## src/core/omvc_defs.vh

```
// register map, field positions, reset values and constants of the output mixer block
`ifndef OMVC_DEFS_VH
`define OMVC_DEFS_VH

// control word framing: 7 address bits then 9 data bits, msb first
`define OMVC_FRAME_BITS      5'h10
`define OMVC_ADDR_W          7
`define OMVC_DATA_W          9

// register addresses
`define OMVC_ADDR_ADD_CTRL   7'h07
`define OMVC_ADDR_SPK_MIX    7'h32
`define OMVC_ADDR_SPK_VOL    7'h36
`define OMVC_ADDR_MONO_MIX   7'h38

// reset values
`define OMVC_RST_ADD_CTRL    9'h000
`define OMVC_RST_SPK_MIX     9'h000
`define OMVC_RST_SPK_VOL     9'h079
`define OMVC_RST_MONO_MIX    9'h000
`define OMVC_RST_GAIN        6'h39

// additional control
`define OMVC_SLOW_EN_BIT     0
// speaker mixer select
`define OMVC_AUX_SPK_BIT     5
`define OMVC_BYP_SPK_BIT     1
`define OMVC_DAC_SPK_BIT     0
// speaker volume control
`define OMVC_SPK_ATTN_BIT    8
`define OMVC_SPK_ZC_BIT      7
`define OMVC_SPK_MUTE_BIT    6
`define OMVC_SPK_GAIN_HI     5
`define OMVC_SPK_GAIN_LO     0
// mono mixer select
`define OMVC_MONO_ATTN_BIT   7
`define OMVC_MONO_SIL_BIT    6
`define OMVC_AUX_MONO_BIT    2
`define OMVC_BYP_MONO_BIT    1
`define OMVC_DAC_MONO_BIT    0

// slow tick period in master clock cycles (2 to the 21st)
`define OMVC_SLOW_DIV        32'h0020_0000

// audio arithmetic: -10 dB as 81/256, gain steps in q8
`define OMVC_ATTN_MULT       36'h0_0000_0051
`define OMVC_Q_SHIFT         8
`define OMVC_GAIN_OFFSET     7'h03
`define OMVC_STEPS_PER_OCT   7'h06
`define OMVC_GAIN_SHIFT      18
`define OMVC_STEP0           9'h100
`define OMVC_STEP1           9'h11f
`define OMVC_STEP2           9'h142
`define OMVC_STEP3           9'h16a
`define OMVC_STEP4           9'h196
`define OMVC_STEP5           9'h1c8
`define OMVC_POS_MAX         36'h0_0000_7fff
`define OMVC_NEG_MIN         36'hf_ffff_8000
`define OMVC_REF_LEVEL       16'h0000
`define OMVC_OUT_MAX         16'h7fff
`define OMVC_OUT_MIN         16'h8000
`define OMVC_NBITS_MAX       5'h1f

`endif

```

## src/core/omvc_top.v

```verilog
// output mixer and speaker volume control with serial register port
// Operation
// - speaker mixer bit 5 selects aux source
// - speaker mixer bit 1 selects bypass path
// - speaker mixer bit 0 selects dac, combinable
// - volume bit 8 sets bypass attenuation -10dB
// - negative speaker output is inverted positive
// - mute resets set, holds reference level
// - zero-cross bit defers gain, else immediate
// - six-bit gain, 1dB steps, -57 to +6
// - timeout applies pending gain, needs slow clock
// - additional control bit 0 enables slow clock
// - mono mixer bits 2,1,0 select sources
// - mono bit 7 sets bypass attenuation
// - mono silence drives mid reference level
// - mono output drives only when enabled
// - slow clock divides master by 2^21
`timescale 1ns/100ps
`include "omvc_defs.vh"
module omvc_top #(
  parameter [31:0] SLOW_DIV = `OMVC_SLOW_DIV
) (
  // clock and reset
  input  wire        ref_clk,
  input  wire        rst_b,
  // serial control port, sampled on ref_clk
  input  wire        ctl_sclk,
  input  wire        ctl_sdin,
  input  wire        ctl_csb,
  // mono output enable from power control
  input  wire        mono_out_enable,
  // source samples
  input  wire        sample_valid,
  input  wire [15:0] dac_sample,
  input  wire [15:0] bypass_sample,
  input  wire [15:0] aux_sample,
  // outputs
  output reg         out_valid,
  output reg  [15:0] speaker_pos_out,
  output reg  [15:0] speaker_neg_out,
  output reg  [15:0] mono_line_out,
  // status
  output reg  [5:0]  speaker_gain_now,
  output reg         speaker_gain_pending
);

  // ---------------------------------------------------------------
  // arithmetic helpers
  // ---------------------------------------------------------------
  function [15:0] omvc_sat16;
    input signed [35:0] v;
    begin
      if (v > $signed(`OMVC_POS_MAX))
        omvc_sat16 = `OMVC_OUT_MAX;
      else if (v < $signed(`OMVC_NEG_MIN))
        omvc_sat16 = `OMVC_OUT_MIN;
      else
        omvc_sat16 = v[15:0];
    end
  endfunction

  function signed [35:0] omvc_ext;
    input [15:0] x;
    begin
      omvc_ext = {{20{x[15]}}, x};
    end
  endfunction

  // bypass contribution, optionally cut by about 10 dB
  function signed [35:0] omvc_bypass;
    input [15:0] x;
    input        atten;
    reg signed [35:0] p;
    begin
      p = omvc_ext(x) * $signed(`OMVC_ATTN_MULT);
      if (atten)
        omvc_bypass = p >>> `OMVC_Q_SHIFT;
      else
        omvc_bypass = omvc_ext(x);
    end
  endfunction

  // three-source mixer; the caller saturates the wide sum once, after all sources add
  function signed [35:0] omvc_mix;
    input [15:0] aux;
    input [15:0] byp;
    input [15:0] dac;
    input        aux_sel;
    input        byp_sel;
    input        dac_sel;
    input        atten;
    reg signed [35:0] sum;
    begin
      sum = 36'h0_0000_0000;
      if (aux_sel)
        sum = sum + omvc_ext(aux);
      if (byp_sel)
        sum = sum + omvc_bypass(byp, atten);
      if (dac_sel)
        sum = sum + omvc_ext(dac);
      omvc_mix = sum;
    end
  endfunction

  // two's complement negate; the 0x8000 corner clips to full positive
  function [15:0] omvc_neg16;
    input [15:0] x;
    begin
      if (x == `OMVC_OUT_MIN)
        omvc_neg16 = `OMVC_OUT_MAX;
      else
        omvc_neg16 = 16'h0000 - x;
    end
  endfunction

  // one step per code; code 0x39 is unity gain
  function [15:0] omvc_gain;
    input [15:0] x;
    input [5:0]  code;
    reg   [6:0]  n;
    reg   [6:0]  oct;
    reg   [6:0]  frac;
    reg   [8:0]  m;
    reg signed [35:0] p;
    begin
      n    = {1'b0, code} + `OMVC_GAIN_OFFSET;
      oct  = n / `OMVC_STEPS_PER_OCT;
      frac = n % `OMVC_STEPS_PER_OCT;
      case (frac[2:0])
        3'h0:    m = `OMVC_STEP0;
        3'h1:    m = `OMVC_STEP1;
        3'h2:    m = `OMVC_STEP2;
        3'h3:    m = `OMVC_STEP3;
        3'h4:    m = `OMVC_STEP4;
        default: m = `OMVC_STEP5;
      endcase
      p = omvc_ext(x) * $signed({27'h000_0000, m});
      p = p <<< oct[3:0];
      omvc_gain = omvc_sat16(p >>> `OMVC_GAIN_SHIFT);
    end
  endfunction

  // ---------------------------------------------------------------
  // reset release through two flops
  // ---------------------------------------------------------------
  // release is delayed two edges so every flop reset by rst_sync_b leaves reset on the same edge
  reg rst_meta_q;
  reg rst_sync_b;

  always @(posedge ref_clk or negedge rst_b) begin
    if (!rst_b) begin
      rst_meta_q <= 1'b0;
      rst_sync_b <= 1'b0;
    end else begin
      rst_meta_q <= 1'b1;
      rst_sync_b <= rst_meta_q;
    end
  end

  // ---------------------------------------------------------------
  // serial control port: 16 bits shifted on sclk rise, taken on csb rise
  // ---------------------------------------------------------------
  reg        sclk_last_q;
  reg        csb_last_q;
  reg [15:0] shift_q;
  reg [4:0]  nbits_q;
  reg        wr_q;
  reg [6:0]  wr_addr_q;
  reg [8:0]  wr_data_q;

  always @(posedge ref_clk or negedge rst_sync_b) begin
    if (!rst_sync_b) begin
      sclk_last_q <= 1'b0;
      csb_last_q  <= 1'b1;
      shift_q     <= 16'h0000;
      nbits_q     <= 5'h00;
      wr_q        <= 1'b0;
      wr_addr_q   <= 7'h00;
      wr_data_q   <= 9'h000;
    end else begin
      sclk_last_q <= ctl_sclk;
      csb_last_q  <= ctl_csb;
      wr_q        <= 1'b0;
      if (!ctl_csb && ctl_sclk && !sclk_last_q) begin
        shift_q <= {shift_q[14:0], ctl_sdin};
        // the count pins at the top so an over-long frame cannot wrap back to 16
        if (nbits_q != `OMVC_NBITS_MAX)
          nbits_q <= nbits_q + 5'h01;
      end
      if (ctl_csb && !csb_last_q) begin
        // short or over-long frames are dropped rather than half applied
        if (nbits_q == `OMVC_FRAME_BITS) begin
          wr_q      <= 1'b1;
          wr_addr_q <= shift_q[15:9];
          wr_data_q <= shift_q[8:0];
        end
        nbits_q <= 5'h00;
      end else if (ctl_csb) begin
        nbits_q <= 5'h00;
      end
    end
  end

  // ---------------------------------------------------------------
  // registers
  // ---------------------------------------------------------------
  reg  [8:0] add_ctrl_q;
  reg  [8:0] spk_mix_q;
  reg  [8:0] spk_vol_q;
  reg  [8:0] mono_mix_q;
  wire       vol_wr;

  // the gate sees the zc bit in force before this write; a word's own bit rules the next one
  assign vol_wr = wr_q && (wr_addr_q == `OMVC_ADDR_SPK_VOL);

  always @(posedge ref_clk or negedge rst_sync_b) begin
    if (!rst_sync_b) begin
      add_ctrl_q <= `OMVC_RST_ADD_CTRL;
      spk_mix_q  <= `OMVC_RST_SPK_MIX;
      spk_vol_q  <= `OMVC_RST_SPK_VOL;
      mono_mix_q <= `OMVC_RST_MONO_MIX;
    end else if (wr_q) begin
      case (wr_addr_q)
        `OMVC_ADDR_ADD_CTRL: add_ctrl_q <= wr_data_q;
        `OMVC_ADDR_SPK_MIX:  spk_mix_q  <= wr_data_q;
        `OMVC_ADDR_SPK_VOL:  spk_vol_q  <= wr_data_q;
        `OMVC_ADDR_MONO_MIX: mono_mix_q <= wr_data_q;
        default:             add_ctrl_q <= add_ctrl_q;
      endcase
    end
  end

  wire aux_to_speaker_sel    = spk_mix_q[`OMVC_AUX_SPK_BIT];
  wire bypass_to_speaker_sel = spk_mix_q[`OMVC_BYP_SPK_BIT];
  wire dac_to_speaker_sel    = spk_mix_q[`OMVC_DAC_SPK_BIT];
  wire speaker_bypass_atten  = spk_vol_q[`OMVC_SPK_ATTN_BIT];
  wire speaker_zero_cross_en = spk_vol_q[`OMVC_SPK_ZC_BIT];
  wire speaker_mute          = spk_vol_q[`OMVC_SPK_MUTE_BIT];
  wire slow_tick_enable      = add_ctrl_q[`OMVC_SLOW_EN_BIT];
  wire mono_bypass_atten     = mono_mix_q[`OMVC_MONO_ATTN_BIT];
  wire mono_silence          = mono_mix_q[`OMVC_MONO_SIL_BIT];
  wire aux_to_mono_sel       = mono_mix_q[`OMVC_AUX_MONO_BIT];
  wire bypass_to_mono_sel    = mono_mix_q[`OMVC_BYP_MONO_BIT];
  wire dac_to_mono_sel       = mono_mix_q[`OMVC_DAC_MONO_BIT];

  // ---------------------------------------------------------------
  // slow tick and gain update gate
  // ---------------------------------------------------------------
  wire       slow_tick;
  wire [5:0] gain_applied;
  wire       gain_pending;

  // the timeout only runs while the slow tick is enabled
  omvc_slow_tick #(
    .DIV          (SLOW_DIV)
  ) u_slow (
    .clk          (ref_clk),
    .rst_n        (rst_sync_b),
    .enable       (slow_tick_enable),
    .tick         (slow_tick)
  );

  // ---------------------------------------------------------------
  // stage 1: mixers
  // ---------------------------------------------------------------
  reg               mix_valid_q;
  reg  [15:0]       spk_mix_val_q;
  reg  [15:0]       mono_mix_val_q;
  reg signed [35:0] spk_sum;
  reg signed [35:0] mono_sum;

  always @* begin
    spk_sum  = omvc_mix(aux_sample, bypass_sample, dac_sample, aux_to_speaker_sel,
                        bypass_to_speaker_sel, dac_to_speaker_sel,
                        speaker_bypass_atten);
    mono_sum = omvc_mix(aux_sample, bypass_sample, dac_sample, aux_to_mono_sel,
                        bypass_to_mono_sel, dac_to_mono_sel,
                        mono_bypass_atten);
  end

  always @(posedge ref_clk or negedge rst_sync_b) begin
    if (!rst_sync_b) begin
      mix_valid_q    <= 1'b0;
      spk_mix_val_q  <= `OMVC_REF_LEVEL;
      mono_mix_val_q <= `OMVC_REF_LEVEL;
    end else begin
      mix_valid_q <= sample_valid;
      if (sample_valid) begin
        spk_mix_val_q  <= omvc_sat16(spk_sum);
        mono_mix_val_q <= omvc_sat16(mono_sum);
      end
    end
  end

  // crossing is judged on the mixer output that the gain stage scales
  omvc_zero_cross u_zc (
    .clk          (ref_clk),
    .rst_n        (rst_sync_b),
    .zc_en        (speaker_zero_cross_en),
    .gain_wr      (vol_wr),
    .gain_wdata   (wr_data_q[`OMVC_SPK_GAIN_HI:`OMVC_SPK_GAIN_LO]),
    .timeout_tick (slow_tick),
    .mix_valid    (mix_valid_q),
    .mix_sign     (spk_mix_val_q[15]),
    .gain_q       (gain_applied),
    .pending_q    (gain_pending)
  );

  // ---------------------------------------------------------------
  // stage 2: speaker gain, mute and mono output
  // ---------------------------------------------------------------
  wire [15:0] spk_scaled = omvc_gain(spk_mix_val_q, gain_applied);

  always @(posedge ref_clk or negedge rst_sync_b) begin
    if (!rst_sync_b) begin
      out_valid            <= 1'b0;
      speaker_pos_out      <= `OMVC_REF_LEVEL;
      speaker_neg_out      <= `OMVC_REF_LEVEL;
      mono_line_out        <= `OMVC_REF_LEVEL;
      speaker_gain_now     <= `OMVC_RST_GAIN;
      speaker_gain_pending <= 1'b0;
    end else begin
      out_valid            <= mix_valid_q;
      speaker_gain_now     <= gain_applied;
      speaker_gain_pending <= gain_pending;
      if (mix_valid_q) begin
        if (speaker_mute) begin
          speaker_pos_out <= `OMVC_REF_LEVEL;
          speaker_neg_out <= `OMVC_REF_LEVEL;
        end else begin
          speaker_pos_out <= spk_scaled;
          speaker_neg_out <= omvc_neg16(spk_scaled);
        end
        if (!mono_out_enable || mono_silence)
          mono_line_out <= `OMVC_REF_LEVEL;
        else
          mono_line_out <= mono_mix_val_q;
      end
    end
  end

endmodule

```

## src/core/omvc_slow_tick.v

```verilog
// slow tick divider for the zero-cross timeout
`timescale 1ns/100ps
`include "omvc_defs.vh"
module omvc_slow_tick #(
  parameter [31:0] DIV = `OMVC_SLOW_DIV
) (
  // clock and reset
  input  wire        clk,
  input  wire        rst_n,
  // control
  input  wire        enable,
  // one-cycle pulse every DIV cycles while enabled
  output reg         tick
);

  reg [31:0] count_q;

  // counter restarts from zero whenever the enable drops
  always @(posedge clk or negedge rst_n) begin
    if (!rst_n) begin
      count_q <= 32'h0000_0000;
      tick    <= 1'b0;
    end else if (!enable) begin
      count_q <= 32'h0000_0000;
      tick    <= 1'b0;
    end else if (count_q == DIV - 32'h0000_0001) begin
      count_q <= 32'h0000_0000;
      tick    <= 1'b1;
    end else begin
      count_q <= count_q + 32'h0000_0001;
      tick    <= 1'b0;
    end
  end

endmodule

```

## src/core/omvc_zero_cross.v

```verilog
// speaker gain update gate: immediate, at zero crossing or on timeout tick
`timescale 1ns/100ps
`include "omvc_defs.vh"
module omvc_zero_cross (
  // clock and reset
  input  wire        clk,
  input  wire        rst_n,
  // control
  input  wire        zc_en,
  input  wire        gain_wr,
  input  wire [5:0]  gain_wdata,
  input  wire        timeout_tick,
  // speaker mixer samples
  input  wire        mix_valid,
  input  wire        mix_sign,
  // state
  output reg  [5:0]  gain_q,
  output reg         pending_q
);

  reg        last_sign_q;
  reg        have_q;
  reg  [5:0] pend_val_q;
  wire       crossing;

  // sign change between consecutive samples
  assign crossing = mix_valid && have_q && (mix_sign != last_sign_q);

  always @(posedge clk or negedge rst_n) begin
    if (!rst_n) begin
      last_sign_q <= 1'b0;
      have_q      <= 1'b0;
    end else if (mix_valid) begin
      last_sign_q <= mix_sign;
      have_q      <= 1'b1;
    end
  end

  always @(posedge clk or negedge rst_n) begin
    if (!rst_n) begin
      gain_q     <= `OMVC_RST_GAIN;
      pend_val_q <= `OMVC_RST_GAIN;
      pending_q  <= 1'b0;
    end else if (gain_wr && !zc_en) begin
      gain_q    <= gain_wdata;
      pending_q <= 1'b0;
    end else if (gain_wr) begin
      // a newer write replaces the held value and wins over a same-cycle event
      pend_val_q <= gain_wdata;
      pending_q  <= 1'b1;
    end else if (pending_q && (!zc_en || crossing || timeout_tick)) begin
      gain_q    <= pend_val_q;
      pending_q <= 1'b0;
    end
  end

endmodule

```

## config.mk

```make
export PLATFORM = sky130hd
export DESIGN_NAME = omvc_top
export DESIGN_NICKNAME = d
export VERILOG_FILES = /design/src/core/omvc_top.v /design/src/core/omvc_slow_tick.v /design/src/core/omvc_zero_cross.v
export VERILOG_INCLUDE_DIRS = /design/src /design/src/core
export SDC_FILE = /design/constraint.sdc
export NUM_CORES = 1
export LEC_CHECK = 0
export ABC_CLOCK_PERIOD_IN_PS = 7500
export BUFFER_PORTS_ARGS = -buffer_cell sky130_fd_sc_hd__buf_2
export CAP_MARGIN = 25
export CORE_UTILIZATION = 64
export CTS_CLUSTER_SIZE = 20
export DETAILED_ROUTE_END_ITERATION = 8
export PLACE_DENSITY = 0.91
export SETUP_SLACK_MARGIN = 0.3
export SYNTH_ARGS = -nofsm -noshare
export SYNTH_HDL_FRONTEND = slang
export SYNTH_HIERARCHICAL = 1
export SYNTH_SLANG_ARGS = --single-unit
```

## constraint.sdc

```tcl
create_clock -name ref_clk -period 7.5 [get_ports ref_clk]
set_input_delay 1.5 -clock ref_clk [delete_from_list [all_inputs] [get_ports ref_clk]]
set_output_delay 1.5 -clock ref_clk [all_outputs]
set_load 0.05 [all_outputs]
```

==> results of run 1 <==
cells by family after synthesis:
group           after synthesis
simple gates                992
xor+xnor                    151
fa+ha+maj                   355
buf+inv                     438
mux                         107
flops                       191
other cells                   1
compound gates              758
cells in the mapped netlist (11+ instances only):
| library cell | count |
|---|---|
| nand2_1 | 323 |
| buf_2 | 12 |
| o21ai_0 | 164 |
| or2_2 | 15 |
| o2bb2ai_1 | 15 |
| or3_1 | 30 |
| a211oi_1 | 31 |
| nand3_1 | 69 |
| a22o_1 | 21 |
| o21bai_1 | 28 |
| a31oi_1 | 31 |
| nand4_1 | 25 |
| dfstp_2 | 14 |
| and3_1 | 36 |
| fa_1 | 132 |
| nor3b_1 | 14 |
| and2_1 | 66 |
| a21oi_1 | 154 |
| o21a_1 | 47 |
| a21o_1 | 38 |
| clkbuf_1 | 89 |
| mux2_2 | 73 |
| nor3_1 | 74 |
| ha_1 | 223 |
| nor2b_1 | 21 |
| a31o_2 | 12 |
| or4_1 | 11 |
| mux2i_1 | 27 |
| inv_1 | 316 |
| o32ai_1 | 11 |
| o31ai_1 | 14 |
| xor2_1 | 56 |
| o211ai_1 | 37 |
| nor2_1 | 211 |
| nor4_1 | 27 |
| dfrtp_1 | 177 |
| xnor2_1 | 93 |
| nand2b_1 | 27 |
timing repair:
action | CTS
setup endpoints to repair | 64
gates resized for setup | 348
setup buffers | 99
endpoints found under the hold margin | 0
pin swaps | 186
gates cloned | 2
per-stage QoR:
stage / util [%] / setup TNS (ns)
floorplan: - / -152.69
global placement: 82.3 / -153.88
detailed placement: 82.3 / -191.66
CTS: 90.5 / -149.57
routing by layer:
metal / global-route usage, % / GRT overflow
met5: 45.5 / 5
met4: 105 / 533
met3: 73.4 / 33
met2: 119 / 1737
met1: 84.3 / 34
==> reports/metrics.cfg, run 1 <==
[status]
status = aborted with a tool error
stop_stage = global routing (5_1_grt)
tool.error = [ERROR GRT-0116] Global routing finished with congestion. Check the congestion regions in the DRC Viewer.

[synthesis]
synth_top_family_by_area = adder cells
ys_seq_elements = 191
synth-adder-area-share_pct = 22.1
syn_nets = 3403
yosysWarnings = 6
netlist_top_cells_area = dfrtp_1 18%, ha_1 11%, fa_1 11%
synth_area_per_cell_um2 = 8.22
ys_seq_area_share_pct = 19.5
syn_inst = 2993
yosys.area_share.simple_pct = 19.8
netlist.area_leader.share_pct = 18.0
synth_cell_types = 108
synth_compound_area_share_pct = 21.3
synth_edf_count = 0
synth_area_um2 = 24600
synthArstFlopShare_pct = 100
ys_dominant_reg_cell = dfrtp_1
synth_xor_area_share_pct = 5.43
yosys.area.top_type = dfrtp_1
synth_mux_area_share_pct = 4.89

[clocking]
numCtsBuffers = 17
cts_root_buffer = clkbuf_16
cts_sinks = 191
clk_path_buf_depth = 2
htreeDepth = 4
hold_buffers = 0

[global_routing]
grt_pass1_vias = 41630
grt_usage_pct = 93.3
grt_max_degree = 75
grt-ovfl-total = 2342
grt_pass1_wl_um = 276000

[place]
place_congestion = 1.08
portBuffers = 110
dp_cells = 4198
dpl_cell_area_um2 = 31100
pre_cts_ws_ns = -3.44
hpwl_um = 74700

[floorplanning]
die_w_um = 198
pin_count = 111
start_util_pct = 65.2
rows = 71
fp.dieH_um = 198

==> inputs of run 2 (changes only) <==
--- a/config.mk
+++ b/config.mk
@@ -9,11 +9,9 @@
 export ABC_CLOCK_PERIOD_IN_PS = 7500
 export BUFFER_PORTS_ARGS = -buffer_cell sky130_fd_sc_hd__buf_2
 export CAP_MARGIN = 25
-export CORE_UTILIZATION = 64
-export CTS_CLUSTER_SIZE = 20
+export CORE_UTILIZATION = 40
 export DETAILED_ROUTE_END_ITERATION = 8
-export PLACE_DENSITY = 0.91
-export SETUP_SLACK_MARGIN = 0.3
+export PLACE_DENSITY_LB_ADDON = 0.15
 export SYNTH_ARGS = -nofsm -noshare
 export SYNTH_HDL_FRONTEND = slang
 export SYNTH_HIERARCHICAL = 1
==> reports/metrics.cfg, run 2 <==
[finish]
final_util_pct = 58.1
num_antenna_cells = 0
final_layout_size_suffix_gt1_share_pct = 38.5
areaGrowthSynthToFinish_pct = 43.0
layout_commonest_cell = buf_4
regMostFlops = u_slow/count_q
n_fill_cell = 5534
final_cells = 4654
largest_reg_flops = 32
fin_nets = 4269
final_cell_mix = 813 x buf_4, 302 x nand2_1, 300 x inv_1, 194 x ha_1, 188 x nor2_1

[route]
via_count = 25393
top_layer_used = met4
drt-pass1-iter-count = 5
wl_per_cell_um = 17.9
wl_met1_um = 37500
drt_iter0_drc = 1309
via_per_inst = 5.46
wl_met2_um = 40500
wl_met3_um = 2900
drt-total-wl_um = 83200
antenna_left = 0
drc = 0

[synthesis]
synth_cell_types = 108
ys_top_cells_by_count = 323 x nand2_1, 316 x inv_1, 223 x ha_1
ys_seq_elements = 191
ys_seq_area_share_pct = 19.5
syn_inst = 2993
netlist.area_leader.share_pct = 18.0
synth.most_common_cell = nand2_1
synth_area_per_cell_um2 = 8.22
synth_area_um2 = 24600
synth_edf_count = 0
netlist_top_cells_area = dfrtp_1 18%, ha_1 11%, fa_1 11%
synthArstFlopShare_pct = 100
yosys.area.top_type = dfrtp_1
yosysWarnings = 6
syn_nets = 3403
ys_dominant_reg_cell = dfrtp_1

[status]
failed_checks = setup timing
status = finished, violations left

[worst_hold_path]
hold_class = reg2async

[timing]
period_share_pct = 134
fin_ws_ns = -2.57
hold_viol_final = 0
slew_viol_final = 0
max-slew-margin-rel_pct = 31.1
worstMarginPinSlew_ns = 1.03
skew_ns = 0.0181
min_period_ns = 10.07
max_freq_mhz = 99.3
rsz0062_at_grt = yes
setup_violations = 64

[clocking]
clk_pin_slew_ns = 0.09
cts_tree = done
numCtsBuffers = 17
cts_root_buffer = clkbuf_16
cts_sinks = 191
clk_path_buf_depth = 2
htreeDepth = 4
hold_buffers = 0
clk_latency_ns = 0.48

[global_routing]
grt-ovfl-total = 0
grt_max_degree = 81
grt_pass1_wl_um = 134000
antenna_found_initial = 1
grt_pass1_vias = 25673
grt_usage_pct = 26.5

[floorplanning]
die_w_um = 250
fp.dieH_um = 250
pin_count = 111
start_util_pct = 40.6
die_area_um2 = 62500
coreArea_um2 = 60600
rows = 90

[setup_path]
worstSetupStartpointType = flop
path_class = reg2reg
cp.arrival_ns = 10.46
cpMostUsedCell = buf_4
end_kind = flop
max_stage_delay_ns = 0.60
cp.required_ns = 7.89
critPathBufInv = 16
path_delay_family = adder cells
worst_path_max_delay_cell = dfstp_2
cp_max_fo = 7

[place]
dp_cells = 4513
hpwl_um = 66500
pre_cts_ws_ns = -3.23
place_congestion = 0.936
portBuffers = 110

[job]
cap_violations = 0

[run 2: cell counts after synthesis]
No cell type changed its count.
[run 2: path summary, 6_finish.rpt]
kind	start	endpoint	slack [ns]	cells after the start
max in group asynchronous	rst_sync_b	spk_mix_val_q[10]	5.90	1
hold / removal	rst_sync_b	mono_line_out[13]	0.36	0
hold reg to reg	rst_sync_b	mono_line_out[13]	0.36	0
setup reg to reg	u_zc/gain_q[0]	speaker_neg_out[10]	-2.57	48
min in group ref_clk	rst_meta_q	rst_sync_b	0.36	0
setup / recovery	u_zc/gain_q[0]	speaker_neg_out[10]	-2.57	48
[run 2: metal layers]
| layer | vias up | track usage (%) |
|---|---|---|
| met5 | - | 0 |
| met4 | 0 | 8.08 |
| met3 | 134 | 2.90 |
| met2 | 548 | 45.5 |
| met1 | 12391 | 34.8 |
| li1 | 12320 | - |
[run 2: final cells by class]
| cell class | instances | area (um^2) | share of cell area (%) |
|---|---|---|---|
| Inverter | 323 | 1220 | 3.46 |
| Clock buffer | 17 | 425 | 1.21 |
| Timing Repair Buffer | 961 | 7210 | 20.5 |
| Multi-Input combinational cell | 2365 | 20300 | 57.8 |
| Tap cell | 782 | 978 | 2.78 |
| Clock inverter | 15 | 210 | 0.597 |
| Sequential cell | 191 | 4800 | 13.6 |
[run 2: repair_timing]
item | CTS | global route
pin swaps | 168 | 133
buffers inserted | 82 | 30
resized for setup | 244 | 148
endpoints found under the hold margin | 0 | 0
endpoints found under the setup margin | 64 | 64
gates cloned | 2 | 1
[run 2: cells by family after synthesis]
family	Yosys count	share of synthesized area, %
compound gates	758	21.3
flops	191	19.5
fa+ha+maj	355	22.1
simple gates	992	19.8
xor+xnor	151	5.43
other cells	1	0.0152
mux	107	4.89
buf+inv	438	6.91
[run 2: metrics by stage]
stage               hold slack (ns)  cell area, um^2  TNS, ns
finish                        0.355            35200  -137.25
global route                  0.376            35200  -162.01
CTS                           0.372            34300  -133.72
detailed placement            0.353            31800  -180.51
global placement              0.337            31800  -174.40
floorplan                     0.331            25200  -152.69
Power of run 2 is left out: the tool's default activity adds up to more than one toggle a clock period on the data nets, which glitch-free logic cannot reach.
==> inputs of run 3 (changes only) <==
--- a/config.mk
+++ b/config.mk
@@ -11,7 +11,7 @@
 export CAP_MARGIN = 25
 export CORE_UTILIZATION = 40
 export DETAILED_ROUTE_END_ITERATION = 8
-export PLACE_DENSITY_LB_ADDON = 0.15
+export PLACE_DENSITY = 0.53
 export SYNTH_ARGS = -nofsm -noshare
 export SYNTH_HDL_FRONTEND = slang
 export SYNTH_HIERARCHICAL = 1
==> reports/metrics.cfg, run 3 (synthesis gave the netlist of run 2 again) <==
[status]
status = finished, violations left
failed_checks = setup timing

[route]
via_count = 25595
wl_per_cell_um = 18.3
drt_iter0_drc = 1415
via_per_inst = 5.47
antenna_left = 0
drt-total-wl_um = 85500
drc = 0
drt-pass1-iter-count = 6

[setup_path]
regToRegSetupSlack_ns = -2.85
max_stage_delay_ns = 0.61
reg2regPathDepth = 47
critPathBufInv = 8
end_kind = flop
worstSetupStartpointType = flop
cp_max_fo = 6
path_class = reg2reg
cp.arrival_ns = 10.74
cp.required_ns = 7.89
worst_path_max_delay_cell = dfstp_2
cp.depth = 47
path_delay_family = compound AO/OA/AOI/OAI gates

[global_routing]
grt-ovfl-total = 0
grt_pass1_wl_um = 137000
antenna_found_initial = 5
grt_usage_pct = 27.1
grt_max_degree = 67
grt_pass1_vias = 25659

[worst_hold_path]
hold_class = reg2async

[floorplanning]
rows = 90
fp.dieH_um = 250
coreArea_um2 = 60600
start_util_pct = 40.6
die_w_um = 250
die_area_um2 = 62500
pin_count = 111

[place]
portBuffers = 110
hpwl_um = 67500
place_congestion = 0.957

[clocking]
cts_tree = done
cts_sinks = 191
clk_pin_slew_ns = 0.09
cts_root_buffer = clkbuf_16
numCtsBuffers = 17
hold_buffers = 0
clk_latency_ns = 0.50
htreeDepth = 4
clk_path_buf_depth = 2

[finish]
fin_nets = 4292
multiInputGateArea_um2 = 20600
areaGrowthSynthToFinish_pct = 45.0
final_layout_size_suffix_gt1_share_pct = 39.0
largest_reg_flops = 32
final_cell_mix = 821 x buf_4, 299 x nand2_1, 297 x inv_1, 193 x ha_1, 190 x nor2_1
ff_latch_area_um2 = 4800
regMostFlops = u_slow/count_q
n_fill_cell = 5427
layout_commonest_cell = buf_4

[job]
cap_violations = 0

[timing]
setup_violations = 64
hold_viol_final = 0
skew_ns = 0.0196
period_share_pct = 138
rsz0062_at_grt = yes
fin_tns_setup_ns = -146.52
slew_viol_final = 0
min_period_ns = 10.35
max-slew-margin-rel_pct = 31.8
max_freq_mhz = 96.6
worstMarginPinSlew_ns = 1.02
fin_ws_ns = -2.85

[run 3: path summary, 6_finish.rpt]
| path | start | end |
|---|---|---|
| max | u_zc/gain_q[0] | speaker_neg_out[3] |
| min | rst_sync_b | mono_mix_val_q[7] |
| max reg2reg | u_zc/gain_q[0] | speaker_neg_out[3] |
| min reg2reg | rst_sync_b | mono_mix_val_q[7] |
| max in group asynchronous | rst_sync_b | u_slow/count_q[29] |
| min in group ref_clk | rst_meta_q | rst_sync_b |
[run 3: final cells by class]
class                           instances  area share, %
Multi-Input combinational cell       2364           57.6
Timing Repair Buffer                  985           21.0
Sequential cell                       191           13.4
Inverter                              323           3.42
Tap cell                              782           2.74
Clock buffer                           17           1.19
Clock inverter                         15          0.648
Antenna cell                            1        0.00701
[run 3: routing by layer]
layer | up-vias | wire length (um) | track usage (%)
met5 | - | 37 | 0
met4 | 6 | 2130 | 7.38
met3 | 109 | 3180 | 2.91
met2 | 511 | 41400 | 46.6
met1 | 12587 | 38800 | 36.0
li1 | 12382 | - | -
[run 3: stage by stage]
| stage | setup WS, ns | hold slack [ns] | util, % | std cells | area [um^2] |
|---|---|---|---|---|---|
| after floorplan | -3.22 | 0.331 | - | 2993 | 25200 |
| after global placement | -3.17 | 0.135 | 52.6 | 4526 | 31900 |
| after detailed placement | -3.34 | 0.141 | 52.6 | 4527 | 31900 |
| after CTS | -2.67 | 0.149 | 56.6 | 4630 | 34300 |
| after global routing | -3.19 | 0.155 | 58.9 | 4677 | 35700 |
| final | -2.85 | 0.144 | 58.9 | 4678 | 35700 |
[run 3: repair_timing]
action	4_1_cts	5_1_grt
buffers inserted	68	51
setup endpoints to repair	64	64
endpoints found under the hold margin	0	0
pin swaps	133	155
gates cloned	4	0
gates resized for setup	234	211
Power of run 3 is left out for the same reason.
==> inputs of run 4 (changes only) <==
--- a/config.mk
+++ b/config.mk
@@ -9,9 +9,9 @@
 export ABC_CLOCK_PERIOD_IN_PS = 7500
 export BUFFER_PORTS_ARGS = -buffer_cell sky130_fd_sc_hd__buf_2
 export CAP_MARGIN = 25
-export CORE_UTILIZATION = 40
+export CORE_UTILIZATION = 65
 export DETAILED_ROUTE_END_ITERATION = 8
-export PLACE_DENSITY = 0.53
+export PLACE_DENSITY_LB_ADDON = 0.2
 export SYNTH_ARGS = -nofsm -noshare
 export SYNTH_HDL_FRONTEND = slang
 export SYNTH_HIERARCHICAL = 1
==> reports/metrics.cfg, run 4 <==
[clocking]
htreeDepth = 4
clk_path_buf_depth = 2
numCtsBuffers = 17
cts_sinks = 191
cts_root_buffer = clkbuf_16
hold_buffers = 0

[synthesis]
synth_compound_area_share_pct = 21.3
synth.most_common_cell = nand2_1
ys_seq_elements = 191
syn_nets = 3403
synth_area_um2 = 24600
yosysWarnings = 6
synth_edf_count = 0
synth_mux_area_share_pct = 4.89
synth-adder-area-share_pct = 22.1
netlist.area_leader.share_pct = 18.0
yosys.area.top_type = dfrtp_1
ys_top_cells_by_count = 323 x nand2_1, 316 x inv_1, 223 x ha_1
synthArstFlopShare_pct = 100
synth_cell_types = 108
synth_top_family_by_area = adder cells
ys_seq_area_share_pct = 19.5
synth_area_per_cell_um2 = 8.22
netlist_top_cells_area = dfrtp_1 18%, ha_1 11%, fa_1 11%
ys_dominant_reg_cell = dfrtp_1
synth_xor_area_share_pct = 5.43
syn_inst = 2993
yosys.area_share.simple_pct = 19.8

[timing]
worstEpCategory = sequential cell input
postGrtWorstEndpoint = speaker_neg_out[13]$_DFFE_PN0P_/D

[floorplanning]
fp.dieH_um = 197
rows = 70
start_util_pct = 66.6
pin_count = 111
die_w_um = 197

[global_routing]
grt_usage_pct = 88.4
grt_max_degree = 119
grt-ovfl-total = 823

[place]
pre_cts_ws_ns = -3.20
portBuffers = 110
hpwl_um = 64900
place_congestion = 1.03
dpl_cell_area_um2 = 31000

[status]
stop_stage = global routing (5_1_grt)
status = aborted with a tool error
tool.error = [ERROR GRT-0232] Routing congestion too high. Check the congestion heatmap in the GUI.

run 4: cell families after synthesis:
family                     count (synthesis)
AOI/OAI and AO/OA                        758
xor gates and xnor gates                 151
adders and majority gates                355
buffers and inverters                    438
DFF                                      191
muxes                                    107
other                                      1
and+or+nand+nor                          992
run 4: per-stage QoR:
step | utilization [%] | cells
after floorplan | - | 2993
after global placement | 83.8 | 4172
after detailed placement | 83.9 | 4174
after CTS | 90.8 | 4290
run 4: metal layers:
layer	GRT usage, %	overflow
met5	39.7	1
met4	93.7	245
met3	75.8	20
met2	104	551
met1	85.8	6
run 4: timing repair:
item                       CTS
gates resized for setup    258
buffers inserted            83
setup endpoints to repair   64
cloned                       2
pin swaps                  165
